`src/sais_pkg.sv`:
```
// Package for the stack and interrupt sequencer: register layout, commands, states
`default_nettype none
package sais_pkg;
	localparam int NUM_SRC = 8;
	localparam logic [15:0] SP_RESET = 16'h0000;
	localparam logic [7:0] PAGE_RESET = 8'h00;
	localparam int PAGE_SEL_BIT = 0;
	localparam logic [7:0] PAGE_RSVD_MASK = 8'hFE;
	localparam logic [15:0] VEC_BASE_APP = 16'h0000;
	localparam logic [15:0] VEC_BASE_BOOT_DEF = 16'hF000;
	localparam logic [15:0] VEC_STRIDE = 16'h0002;
	localparam logic [15:0] SP_ONE = 16'h0001;
	localparam logic [15:0] SP_TWO = 16'h0002;
	localparam int T_CLK_NS = 25;
	localparam int ENTRY_CYCLES = 4;
	localparam int EXIT_CYCLES = 4;
	localparam int WAKE_CYCLES = 4;
	localparam logic [3:0] CNT_ENTRY = 4'(ENTRY_CYCLES - 1);
	localparam logic [3:0] CNT_EXIT = 4'(EXIT_CYCLES - 1);
	localparam logic [3:0] CNT_WAKE = 4'(WAKE_CYCLES);

	// Instruction sequencer command codes
	typedef enum logic [3:0] {
		SAIS_OP_NONE = 4'h0,
		SAIS_OP_PUSH = 4'h1,
		SAIS_OP_POP = 4'h2,
		SAIS_OP_CALL = 4'h3,
		SAIS_OP_RET = 4'h4,
		SAIS_OP_INTERRUPT_EXIT_INSTR = 4'h5,
		SAIS_OP_SEI = 4'h6,
		SAIS_OP_CLI = 4'h7,
		SAIS_OP_OTHER = 4'h8
	} sais_op_t;

	typedef enum logic [3:0] {
		SAIS_ST_RUN = 4'b0001,
		SAIS_ST_ENTRY = 4'b0010,
		SAIS_ST_EXIT = 4'b0100,
		SAIS_ST_WAKE = 4'b1000
	} sais_state_t;

	// One instruction boundary report from the sequencer
	typedef struct packed {
		logic valid;
		sais_op_t op;
		logic busy;
		logic sleeping;
	} sais_instr_t;

	// Register access from the core data path
	typedef struct packed {
		logic wr_sph;
		logic wr_spl;
		logic wr_page;
		logic wr_gie;
		logic wr_vector_table_select;
		logic wr_flag_clr;
		logic [7:0] data;
	} sais_regwr_t;

	// Vector taken and its address
	typedef struct packed {
		logic take;
		logic [15:0] addr;
	} sais_vec_t;
endpackage
`default_nettype wire

```
`src/sais_sequencer.sv`:
```
// Stack pointer, page select and interrupt sequencing for the core
`default_nettype none
// Behaviour
// - Single byte push lowers stack pointer by one.
// - Call or interrupt entry lowers stack pointer by two.
// - Single byte pop raises stack pointer by one.
// - Subroutine or interrupt return raises stack pointer by two.
// - Stack pointer is two readable writable bytes, zero after reset.
// - Page bit zero picks program half for extended load and store.
// - Page select bits seven to one read zero; software writes zero.
// - Ordinary program load ignores page select, stays in lower space.
// - Source taken only with own enable and global enable both set.
// - Lowest vector wins; reset highest, external request zero next.
// - Vector table select moves vectors to boot section start.
// - Boot reset fuse moves reset vector to boot section start.
// - Entry clears global enable; interrupt return sets it again.
// - Event flag cleared by hardware when its handler is vectored.
// - Writing one clears a pending flag; zero leaves it.
// - Flags stay pending while disabled, served later by priority.
// - Level sources request only while their condition is present.
// - One instruction runs after interrupt return before next service.
// - Entry and return do not save or restore status flags.
// - Global disable acts at once, even against same cycle request.
// - Instruction after global enable runs before any pending service.
// - Entry takes four cycles, after multicycle end; sleep wake adds four.
// - Interrupt return takes four cycles, pops two bytes, sets enable.
module sais_sequencer (
	input wire logic clk_i,
	input wire logic rstn_i,
	input wire sais_pkg::sais_instr_t instr_i,
	input wire sais_pkg::sais_regwr_t regwr_i,
	input wire logic [sais_pkg::NUM_SRC-1:0] src_event_i,
	input wire logic [sais_pkg::NUM_SRC-1:0] src_level_i,
	input wire logic [sais_pkg::NUM_SRC-1:0] src_is_level_i,
	input wire logic [sais_pkg::NUM_SRC-1:0] src_enable_i,
	input wire logic reset_vector_boot_fuse_i,
	input wire logic [15:0] boot_base_i,
	input wire logic ext_load_i,
	input wire logic [15:0] z_pointer_i,
	output logic [7:0] stack_pointer_high_o,
	output logic [7:0] stack_pointer_low_o,
	output logic [7:0] program_page_select_o,
	output logic global_enable_o,
	output logic vector_table_select_o,
	output logic [sais_pkg::NUM_SRC-1:0] pending_o,
	output logic [16:0] prog_addr_o,
	output logic irq_hold_o,
	output sais_pkg::sais_vec_t vector_o,
	output logic [15:0] reset_vector_o
);
	import sais_pkg::*;

	// Index of lowest numbered set request, priority by vector order
	function automatic logic [2:0] lowest_idx(input logic [NUM_SRC-1:0] req);
		logic [2:0] idx;
		idx = 3'(NUM_SRC - 1);
		for (int i = NUM_SRC - 1; i >= 0; i--) begin
			if (req[i]) begin
				idx = 3'(i);
			end
		end
		return idx;
	endfunction

	// Stack pointer step; wraps silently, software keeps the stack in range
	function automatic logic [15:0] sp_move(input logic [15:0] s, input logic [15:0] step, input logic down);
		return down ? s - step : s + step;
	endfunction

	// One decoded instruction at an active boundary
	function automatic logic at_op(input logic bnd, input sais_op_t cur, input sais_op_t want);
		return bnd && cur == want;
	endfunction

	// Architectural state
	logic [15:0] sp_reg;
	logic [7:0] page_reg;
	logic gie_reg;
	logic vector_table_select_reg;
	logic [NUM_SRC-1:0] flag_reg;
	sais_state_t state_reg;
	logic [3:0] cnt_reg;
	logic block_reg;
	logic [2:0] win_reg;
	logic [16:0] paddr_reg;
	sais_vec_t vec_reg;
	logic [15:0] rstvec_reg;

	// Combinational decode and arbitration
	logic [NUM_SRC-1:0] req;
	logic [NUM_SRC-1:0] clr_hw;
	logic boundary;
	logic take;
	logic [2:0] win;
	logic [15:0] vec_base;
	logic op_push;
	logic op_pop;
	logic op_call;
	logic op_ret;
	logic op_interrupt_exit_instr;
	logic op_sei;
	logic op_cli;
	logic hold_next;

	// Boundary of an instruction that is not still in progress
	// multicycle finishes first
	assign boundary = instr_i.valid && !instr_i.busy && state_reg == SAIS_ST_RUN;

	// Instruction decode, only meaningful at an accepted boundary
	assign op_push = at_op(boundary, instr_i.op, SAIS_OP_PUSH);
	assign op_pop = at_op(boundary, instr_i.op, SAIS_OP_POP);
	assign op_call = at_op(boundary, instr_i.op, SAIS_OP_CALL);
	assign op_ret = at_op(boundary, instr_i.op, SAIS_OP_RET);
	assign op_interrupt_exit_instr = at_op(boundary, instr_i.op, SAIS_OP_INTERRUPT_EXIT_INSTR);
	assign op_sei = at_op(boundary, instr_i.op, SAIS_OP_SEI);
	assign op_cli = at_op(boundary, instr_i.op, SAIS_OP_CLI);

	// Request vector: flag or live level, gated by own enable
	// both enables needed
	assign req = ((flag_reg & ~src_is_level_i) | (src_level_i & src_is_level_i)) & src_enable_i;

	// Take decision; CLI in this cycle and the blocking window both veto
	// disable wins same cycle
	assign take = boundary && gie_reg && (req != '0) && !block_reg
		&& instr_i.op != SAIS_OP_CLI && instr_i.op != SAIS_OP_SEI && instr_i.op != SAIS_OP_INTERRUPT_EXIT_INSTR;
	assign win = lowest_idx(req);

	assign vec_base = vector_table_select_reg ? boot_base_i : VEC_BASE_APP;

	// Hardware clear of the flag whose handler is vectored
	// clear on vectoring
	always_comb begin
		clr_hw = '0;
		if (take && !src_is_level_i[win]) begin
			clr_hw[win] = 1'b1;
		end
	end

	// Stack pointer; software write has lowest priority against the sequencer
	// A taken boundary drops its own stack action, the entry push replaces it
	always_ff @(posedge clk_i or negedge rstn_i) begin
		if (!rstn_i) begin
			sp_reg <= SP_RESET;
		end else if (take) begin
			sp_reg <= sp_move(sp_reg, SP_TWO, 1'b1);
		end else if (op_push) begin
			sp_reg <= sp_move(sp_reg, SP_ONE, 1'b1);
		end else if (op_pop) begin
			sp_reg <= sp_move(sp_reg, SP_ONE, 1'b0);
		end else if (op_call) begin
			sp_reg <= sp_move(sp_reg, SP_TWO, 1'b1);
		end else if (op_ret || op_interrupt_exit_instr) begin
			sp_reg <= sp_move(sp_reg, SP_TWO, 1'b0);
		end else begin
			if (regwr_i.wr_sph) begin
				sp_reg[15:8] <= regwr_i.data;
			end
			if (regwr_i.wr_spl) begin
				sp_reg[7:0] <= regwr_i.data;
			end
		end
	end

	// Page select; only bit zero is stored
	always_ff @(posedge clk_i or negedge rstn_i) begin
		if (!rstn_i) begin
			page_reg <= PAGE_RESET;
		end else if (regwr_i.wr_page) begin
			page_reg <= regwr_i.data & ~PAGE_RSVD_MASK;
		end
	end

	// Program memory byte address for load and store instructions
	always_ff @(posedge clk_i or negedge rstn_i) begin
		if (!rstn_i) begin
			paddr_reg <= '0;
		end else if (ext_load_i) begin
			paddr_reg <= {page_reg[PAGE_SEL_BIT], z_pointer_i};
		end else begin
			paddr_reg <= {1'b0, z_pointer_i};
		end
	end

	// Global enable bit; status flags other than this are never touched here
	// no status save or restore
	always_ff @(posedge clk_i or negedge rstn_i) begin
		if (!rstn_i) begin
			gie_reg <= 1'b0;
		end else if (take) begin
			gie_reg <= 1'b0;
		end else if (op_cli) begin
			gie_reg <= 1'b0;
		end else if (op_sei || op_interrupt_exit_instr) begin
			gie_reg <= 1'b1;
		end else if (regwr_i.wr_gie) begin
			gie_reg <= regwr_i.data[7];
		end
	end

	// Vector table select bit in core control register
	always_ff @(posedge clk_i or negedge rstn_i) begin
		if (!rstn_i) begin
			vector_table_select_reg <= 1'b0;
		end else if (regwr_i.wr_vector_table_select) begin
			vector_table_select_reg <= regwr_i.data[1];
		end
	end

	// Pending flags; a new event beats any clear in the same cycle
	// write one clears
	always_ff @(posedge clk_i or negedge rstn_i) begin
		if (!rstn_i) begin
			flag_reg <= '0;
		end else begin
			flag_reg <= (flag_reg & ~clr_hw & ~(regwr_i.wr_flag_clr ? regwr_i.data : '0))
				| (src_event_i & ~src_is_level_i);
		end
	end

	// Blocks service at the next boundary after SEI or interrupt return
	// return then one instruction
	always_ff @(posedge clk_i or negedge rstn_i) begin
		if (!rstn_i) begin
			block_reg <= 1'b0;
		end else if (boundary) begin
			block_reg <= instr_i.op == SAIS_OP_SEI || instr_i.op == SAIS_OP_INTERRUPT_EXIT_INSTR;
		end else if (state_reg == SAIS_ST_EXIT) begin
			block_reg <= 1'b1;
		end
	end

	// Entry and exit sequencing with cycle counts
	always_ff @(posedge clk_i or negedge rstn_i) begin
		if (!rstn_i) begin
			state_reg <= SAIS_ST_RUN;
			cnt_reg <= '0;
			win_reg <= '0;
		end else begin
			case (state_reg)
				SAIS_ST_RUN: begin
					if (take && instr_i.sleeping) begin
						state_reg <= SAIS_ST_WAKE;
						cnt_reg <= CNT_WAKE - 4'h1;
						win_reg <= win;
					end else if (take) begin
						state_reg <= SAIS_ST_ENTRY;
						cnt_reg <= CNT_ENTRY - 4'h1;
						win_reg <= win;
					end else if (op_interrupt_exit_instr) begin
						state_reg <= SAIS_ST_EXIT;
						cnt_reg <= CNT_EXIT - 4'h1;
					end
				end
				SAIS_ST_WAKE: begin
					if (cnt_reg == '0) begin
						// Wake over, the plain entry sequence follows; the stack push was already done at the take
						state_reg <= SAIS_ST_ENTRY;
						cnt_reg <= CNT_ENTRY - 4'h1;
					end else begin
						cnt_reg <= cnt_reg - 4'h1;
					end
				end
				SAIS_ST_ENTRY, SAIS_ST_EXIT: begin
					if (cnt_reg == '0) begin
						state_reg <= SAIS_ST_RUN;
					end else begin
						cnt_reg <= cnt_reg - 4'h1;
					end
				end
				default: begin
					state_reg <= SAIS_ST_RUN;
				end
			endcase
		end
	end

	// Vector output, a registered pulse in the cycle after the last entry cycle
	// lowest vector wins
	always_ff @(posedge clk_i or negedge rstn_i) begin
		if (!rstn_i) begin
			vec_reg <= '0;
		end else begin
			vec_reg.take <= state_reg == SAIS_ST_ENTRY && cnt_reg == '0;
			vec_reg.addr <= vec_base + VEC_STRIDE * (16'(win_reg) + 16'h0001);
		end
	end

	// Reset vector selection
	// fuse moves reset vector
	always_ff @(posedge clk_i or negedge rstn_i) begin
		if (!rstn_i) begin
			rstvec_reg <= VEC_BASE_APP;
		end else begin
			rstvec_reg <= reset_vector_boot_fuse_i ? boot_base_i : VEC_BASE_APP;
		end
	end

	// Core held from the accepted boundary on, for entry, wake and return alike
	// Drops together with the vector pulse so the handler's first fetch is free
	// return holds from its boundary
	assign hold_next = take || op_interrupt_exit_instr
		|| state_reg == SAIS_ST_WAKE
		|| (state_reg == SAIS_ST_ENTRY && cnt_reg != '0)
		|| (state_reg == SAIS_ST_EXIT && cnt_reg != '0);

	// Registered hold output
	always_ff @(posedge clk_i or negedge rstn_i) begin
		if (!rstn_i) begin
			irq_hold_o <= 1'b0;
		end else begin
			irq_hold_o <= hold_next;
		end
	end

	assign stack_pointer_high_o = sp_reg[15:8];
	assign stack_pointer_low_o = sp_reg[7:0];
	assign program_page_select_o = page_reg;
	assign global_enable_o = gie_reg;
	assign vector_table_select_o = vector_table_select_reg;
	assign pending_o = flag_reg;
	assign prog_addr_o = paddr_reg;
	assign vector_o = vec_reg;
	assign reset_vector_o = rstvec_reg;
endmodule
`default_nettype wire

```
`config.mk`:
```
export PLATFORM = sky130hd
export DESIGN_NAME = sais_sequencer
export DESIGN_NICKNAME = d
export VERILOG_FILES = /design/src/sais_pkg.sv /design/src/sais_sequencer.sv
export SDC_FILE = /design/constraint.sdc
export NUM_CORES = 1
export LEC_CHECK = 0
export ABC_AREA = 1
export BUFFER_PORTS_ARGS = -buffer_cell sky130_fd_sc_hd__buf_2
export CORE_UTILIZATION = 35
export CTS_CLUSTER_SIZE = 10
export DETAILED_ROUTE_END_ITERATION = 16
export HOLD_SLACK_MARGIN = 0.06
export PLACE_DENSITY = 0.59
export SYNTH_ARGS = -nofsm -noshare
export SYNTH_HDL_FRONTEND = slang
export SYNTH_SLANG_ARGS = --single-unit
```
`constraint.sdc`:
```
create_clock -name clk_i -period 2.48 [get_ports clk_i]
set_input_delay 0.124 -clock clk_i [delete_from_list [all_inputs] [get_ports clk_i]]
set_output_delay 0.124 -clock clk_i [all_outputs]
set_load 0.02 [all_outputs]
```
==> reports/qor.csv <==
stage;metric;value;unit
status;status;complete, no violations;
clock_network;insertion_delay;0.36;ns
worst_hold_path;min_path_type;input pin to register;
logic_synthesis;yosysMostFrequentCell;nand2_1;
clock_network;cts_tree;yes;
logic_synthesis;synth_cell_types;46;
logic_synthesis;synth_edf_count;0;
global_routing;grt_pass1_wl;28800;um
logic_synthesis;synth_top_family_by_area;simple AND/OR/NAND/NOR gates;
final_layout;fin_cells;1340;
die;die_w;135;um
logic_synthesis;postSynthCellCount;897;
routing;route.detailed.drc;0;
final_layout;areaGrowthSynthToFinish;30.5;%
clock_network;clk_pin_slew;0.07;ns
pwr;ir_worst_vdd;0.324;mV
timing;slew_headroom;0.628;
die;core;0.0172;mm^2
logic_synthesis;synth_simple_gate_area_frac;0.336;
logic_synthesis;synth_top_area_share;0.361;
logic_synthesis;synth.mux.area_fraction;0.00344;
pwr;p_leak;4.42;nW
pwr;switchingPower;2.22;mW
placed_design;place.gp.congestion;0.938;
clock_network;postCtsSetupBuffers;0;
timing;period_needed;2.32;ns
critical_path;cp.required;2.71;ns
die;rows;48;
pwr;sw_frac_of_total;0.400;
timing;finalMaxSlewViolations;0;
critical_path;worst-path-max-fanout;8;
routing;via_per_inst;4.62;
timing;period_share;0.937;
global_routing;grt_pass1_vias;5949;
logic_synthesis;synth.top_cells.by_count;nand2_1, inv_1, dfrtp_1;
timing;max_clock_freq;430;MHz
routing;vias;6190;
critical_path;worst_setup_path_start_kind;register;
pwr;combPwrFrac;0.368;
logic_synthesis;ys_ff_latch;90;
final_layout;fin_nets;1212;
placed_design;dp.cells;1275;
logic_synthesis;netlist_top_cells_area;dfrtp_1, nand2_1, inv_1;
timing;hold_viol;0;
global_routing;antenna_found_initial;0;
timing;fin_setup_tns;0;ns
logic_synthesis;synth-compound-area-share;0.0871;
routing;postRouteAntennaNets;0;
logic_synthesis;mappedNetlistArea;0.00618;mm^2
die;die_h;135;um
logic_synthesis;synth-adder-area-share;0.0276;
logic_synthesis;syn_avg_cell_area;6.89;um^2
final_layout;post-route-util;0.467;
global_routing;grt.total_usage;0.203;
clock_network;root_buffer;clkbuf_16;
die;die_area;0.0182;mm^2
clock_network;h-tree-depth;3;
timing;setup_viol_count_final;0;
clock_network;numCtsBuffers;9;
die;io_pins;174;
pwr;intPower;3.33;mW
routing;dr.pass1.iters;5;
final_layout;drive_above_1_share;0.218;
routing;wl;17900;um
pwr;p_per_area;688;mW/mm^2
logic_synthesis;async_flop_share;1.00;
global_routing;grt_overflow_total;0;
timing;clock_skew;0.0103;ns
logic_synthesis;ys.warnings.count;0;
timing;tightest_slew;0.557;ns
logic_synthesis;synth_ff_type;dfrtp_1;
critical_path;crit_type;register to register;
pwr;power.share.sequential;0.358;
placed_design;portBuffers;166;
job;drv_cap;0;
clock_network;clock-sinks;90;
final_layout;fillers;1791;
pwr;power_frac_clock;0.274;
logic_synthesis;synth_seq_area_share;0.365;
clock_network;cts_buffer_depth;2;
final_layout;n_antenna_cell;0;
critical_path;endpoint_kind;register;
logic_synthesis;yosys.area.top_type;dfrtp_1;
global_routing;grt_max_degree;65;
routing;drtIter0Drc;293;
placed_design;detailed_place_hpwl;13400;um
timing;rsz0062_at_grt;yes;
die;start_util;0.358;
critical_path;arrival;2.55;ns
logic_synthesis;synth-xor-area-share;0.0624;
routing;wl_per_cell;13.3;um
power by group through the flow:
stage               clock network [mW]  registers, mW  logic, mW
finish                            1.52           1.98       2.04
global route                      1.64           2.02       2.29
CTS                               1.57           1.98       2.05
detailed placement                   0           2.01       1.98
global placement                     0           2.00       1.96
floorplan                            0           2.10       1.28
layout by cell type, fill, tap and decap left out, drive strengths merged:
cell type | Yosys | routed
a211oi | 1 | 1
a21boi | 2 | 2
a21oi | 28 | 28
a31oi | 1 | 1
and2 | 2 | 2
buf | 26 | 179
bufinv | 0 | 2
clkbuf | 6 | 9
clkinv | 2 | 4
conb | 1 | 7
dfrtp | 89 | 89
dfstp | 1 | 1
dlygate4sd3 | 0 | 49
fa | 1 | 1
ha | 12 | 12
inv | 138 | 141
mux2 | 1 | 1
mux2i | 1 | 1
nand2 | 287 | 287
nand3 | 62 | 62
nand4 | 9 | 9
nor2 | 94 | 94
nor3 | 15 | 15
nor4 | 1 | 1
o211ai | 7 | 7
o21ai | 60 | 60
o22ai | 2 | 2
or2 | 4 | 4
xnor2 | 7 | 7
xor2 | 37 | 37
metal layers:
metal,track usage,part of all wire
met1,0.260,0.46
met4,0.0655,0.018
met5,0,0
met3,0.0387,0.054
met2,0.343,0.47
logic make-up (layout without fill, tap and decap cells):
family	after synthesis	after routing
buf+inv	172	384
flops	90	90
mux	2	2
other cells	1	7
compound gates	101	101
xor+xnor	44	44
simple gates	474	474
fa+ha+maj	13	13
path summary, 6_finish.rpt:
check	start	to	slack, ns	cells past startpoint
min reg2reg	program_page_select_o[0]$_DFFE_PN0P_	prog_addr_o[16]$_DFF_PN0_	0.50	2
max in group asynchronous	rstn_i	prog_addr_o[1]$_DFF_PN0_	1.57	3
min	src_is_level_i[2]	pending_o[2]$_DFF_PN0_	0.07	4
max	state_reg[0]$_DFFE_PN1P_	pending_o[5]$_DFF_PN0_	0.16	12
max reg2reg	state_reg[0]$_DFFE_PN1P_	pending_o[5]$_DFF_PN0_	0.16	12
min in group asynchronous	rstn_i	vector_o[16]$_DFF_PN0_	0.24	2
metrics by stage:
stage / hold WS, ns / setup WS [ns] / area (um^2) / total power, mW
2_1_floorplan: -0.172 / 0.0449 / 6200 / 3.38
3_3_place_gp: 0.0735 / 0.178 / 7220 / 3.97
3_5_place_dp: 0.0745 / 0.143 / 7220 / 3.98
4_1_cts: 0.0623 / 0.0452 / 8040 / 5.60
5_1_grt: 0.0713 / -0.0161 / 8060 / 5.94
6_report: 0.0722 / 0.156 / 8060 / 5.54
what timing repair did:
action | in CTS | in global routing
resized for setup | 0 | 3
hold buffers | 49 | 0
endpoints found under the setup margin | 0 | 3
endpoints found under the hold margin | 74 | 0
critical path, stage by stage (launching register included):
cell	delay (ns)
dfstp_2	0.55
nand3_2	0.09
inv_2	0.08
nand2_4	0.07
inv_4	0.10
nand3_4	0.09
nor2_8	0.16
nand3_2	0.09
nor2_4	0.21
nand3_1	0.10
nand2_1	0.06
nand2_1	0.04
dlygate4sd3_1	0.54
layout make-up:
cell class | instances | area (um^2) | area share
multi-input combinational | 641 | 3240 | 0.402
clock buffer | 9 | 225 | 0.0280
timing repair buffer | 228 | 1430 | 0.178
sequential | 90 | 2250 | 0.280
inverter | 140 | 528 | 0.0655
tap | 225 | 282 | 0.0349
clock inverter | 7 | 100 | 0.0124
Power figures use the tool's default switching activity.
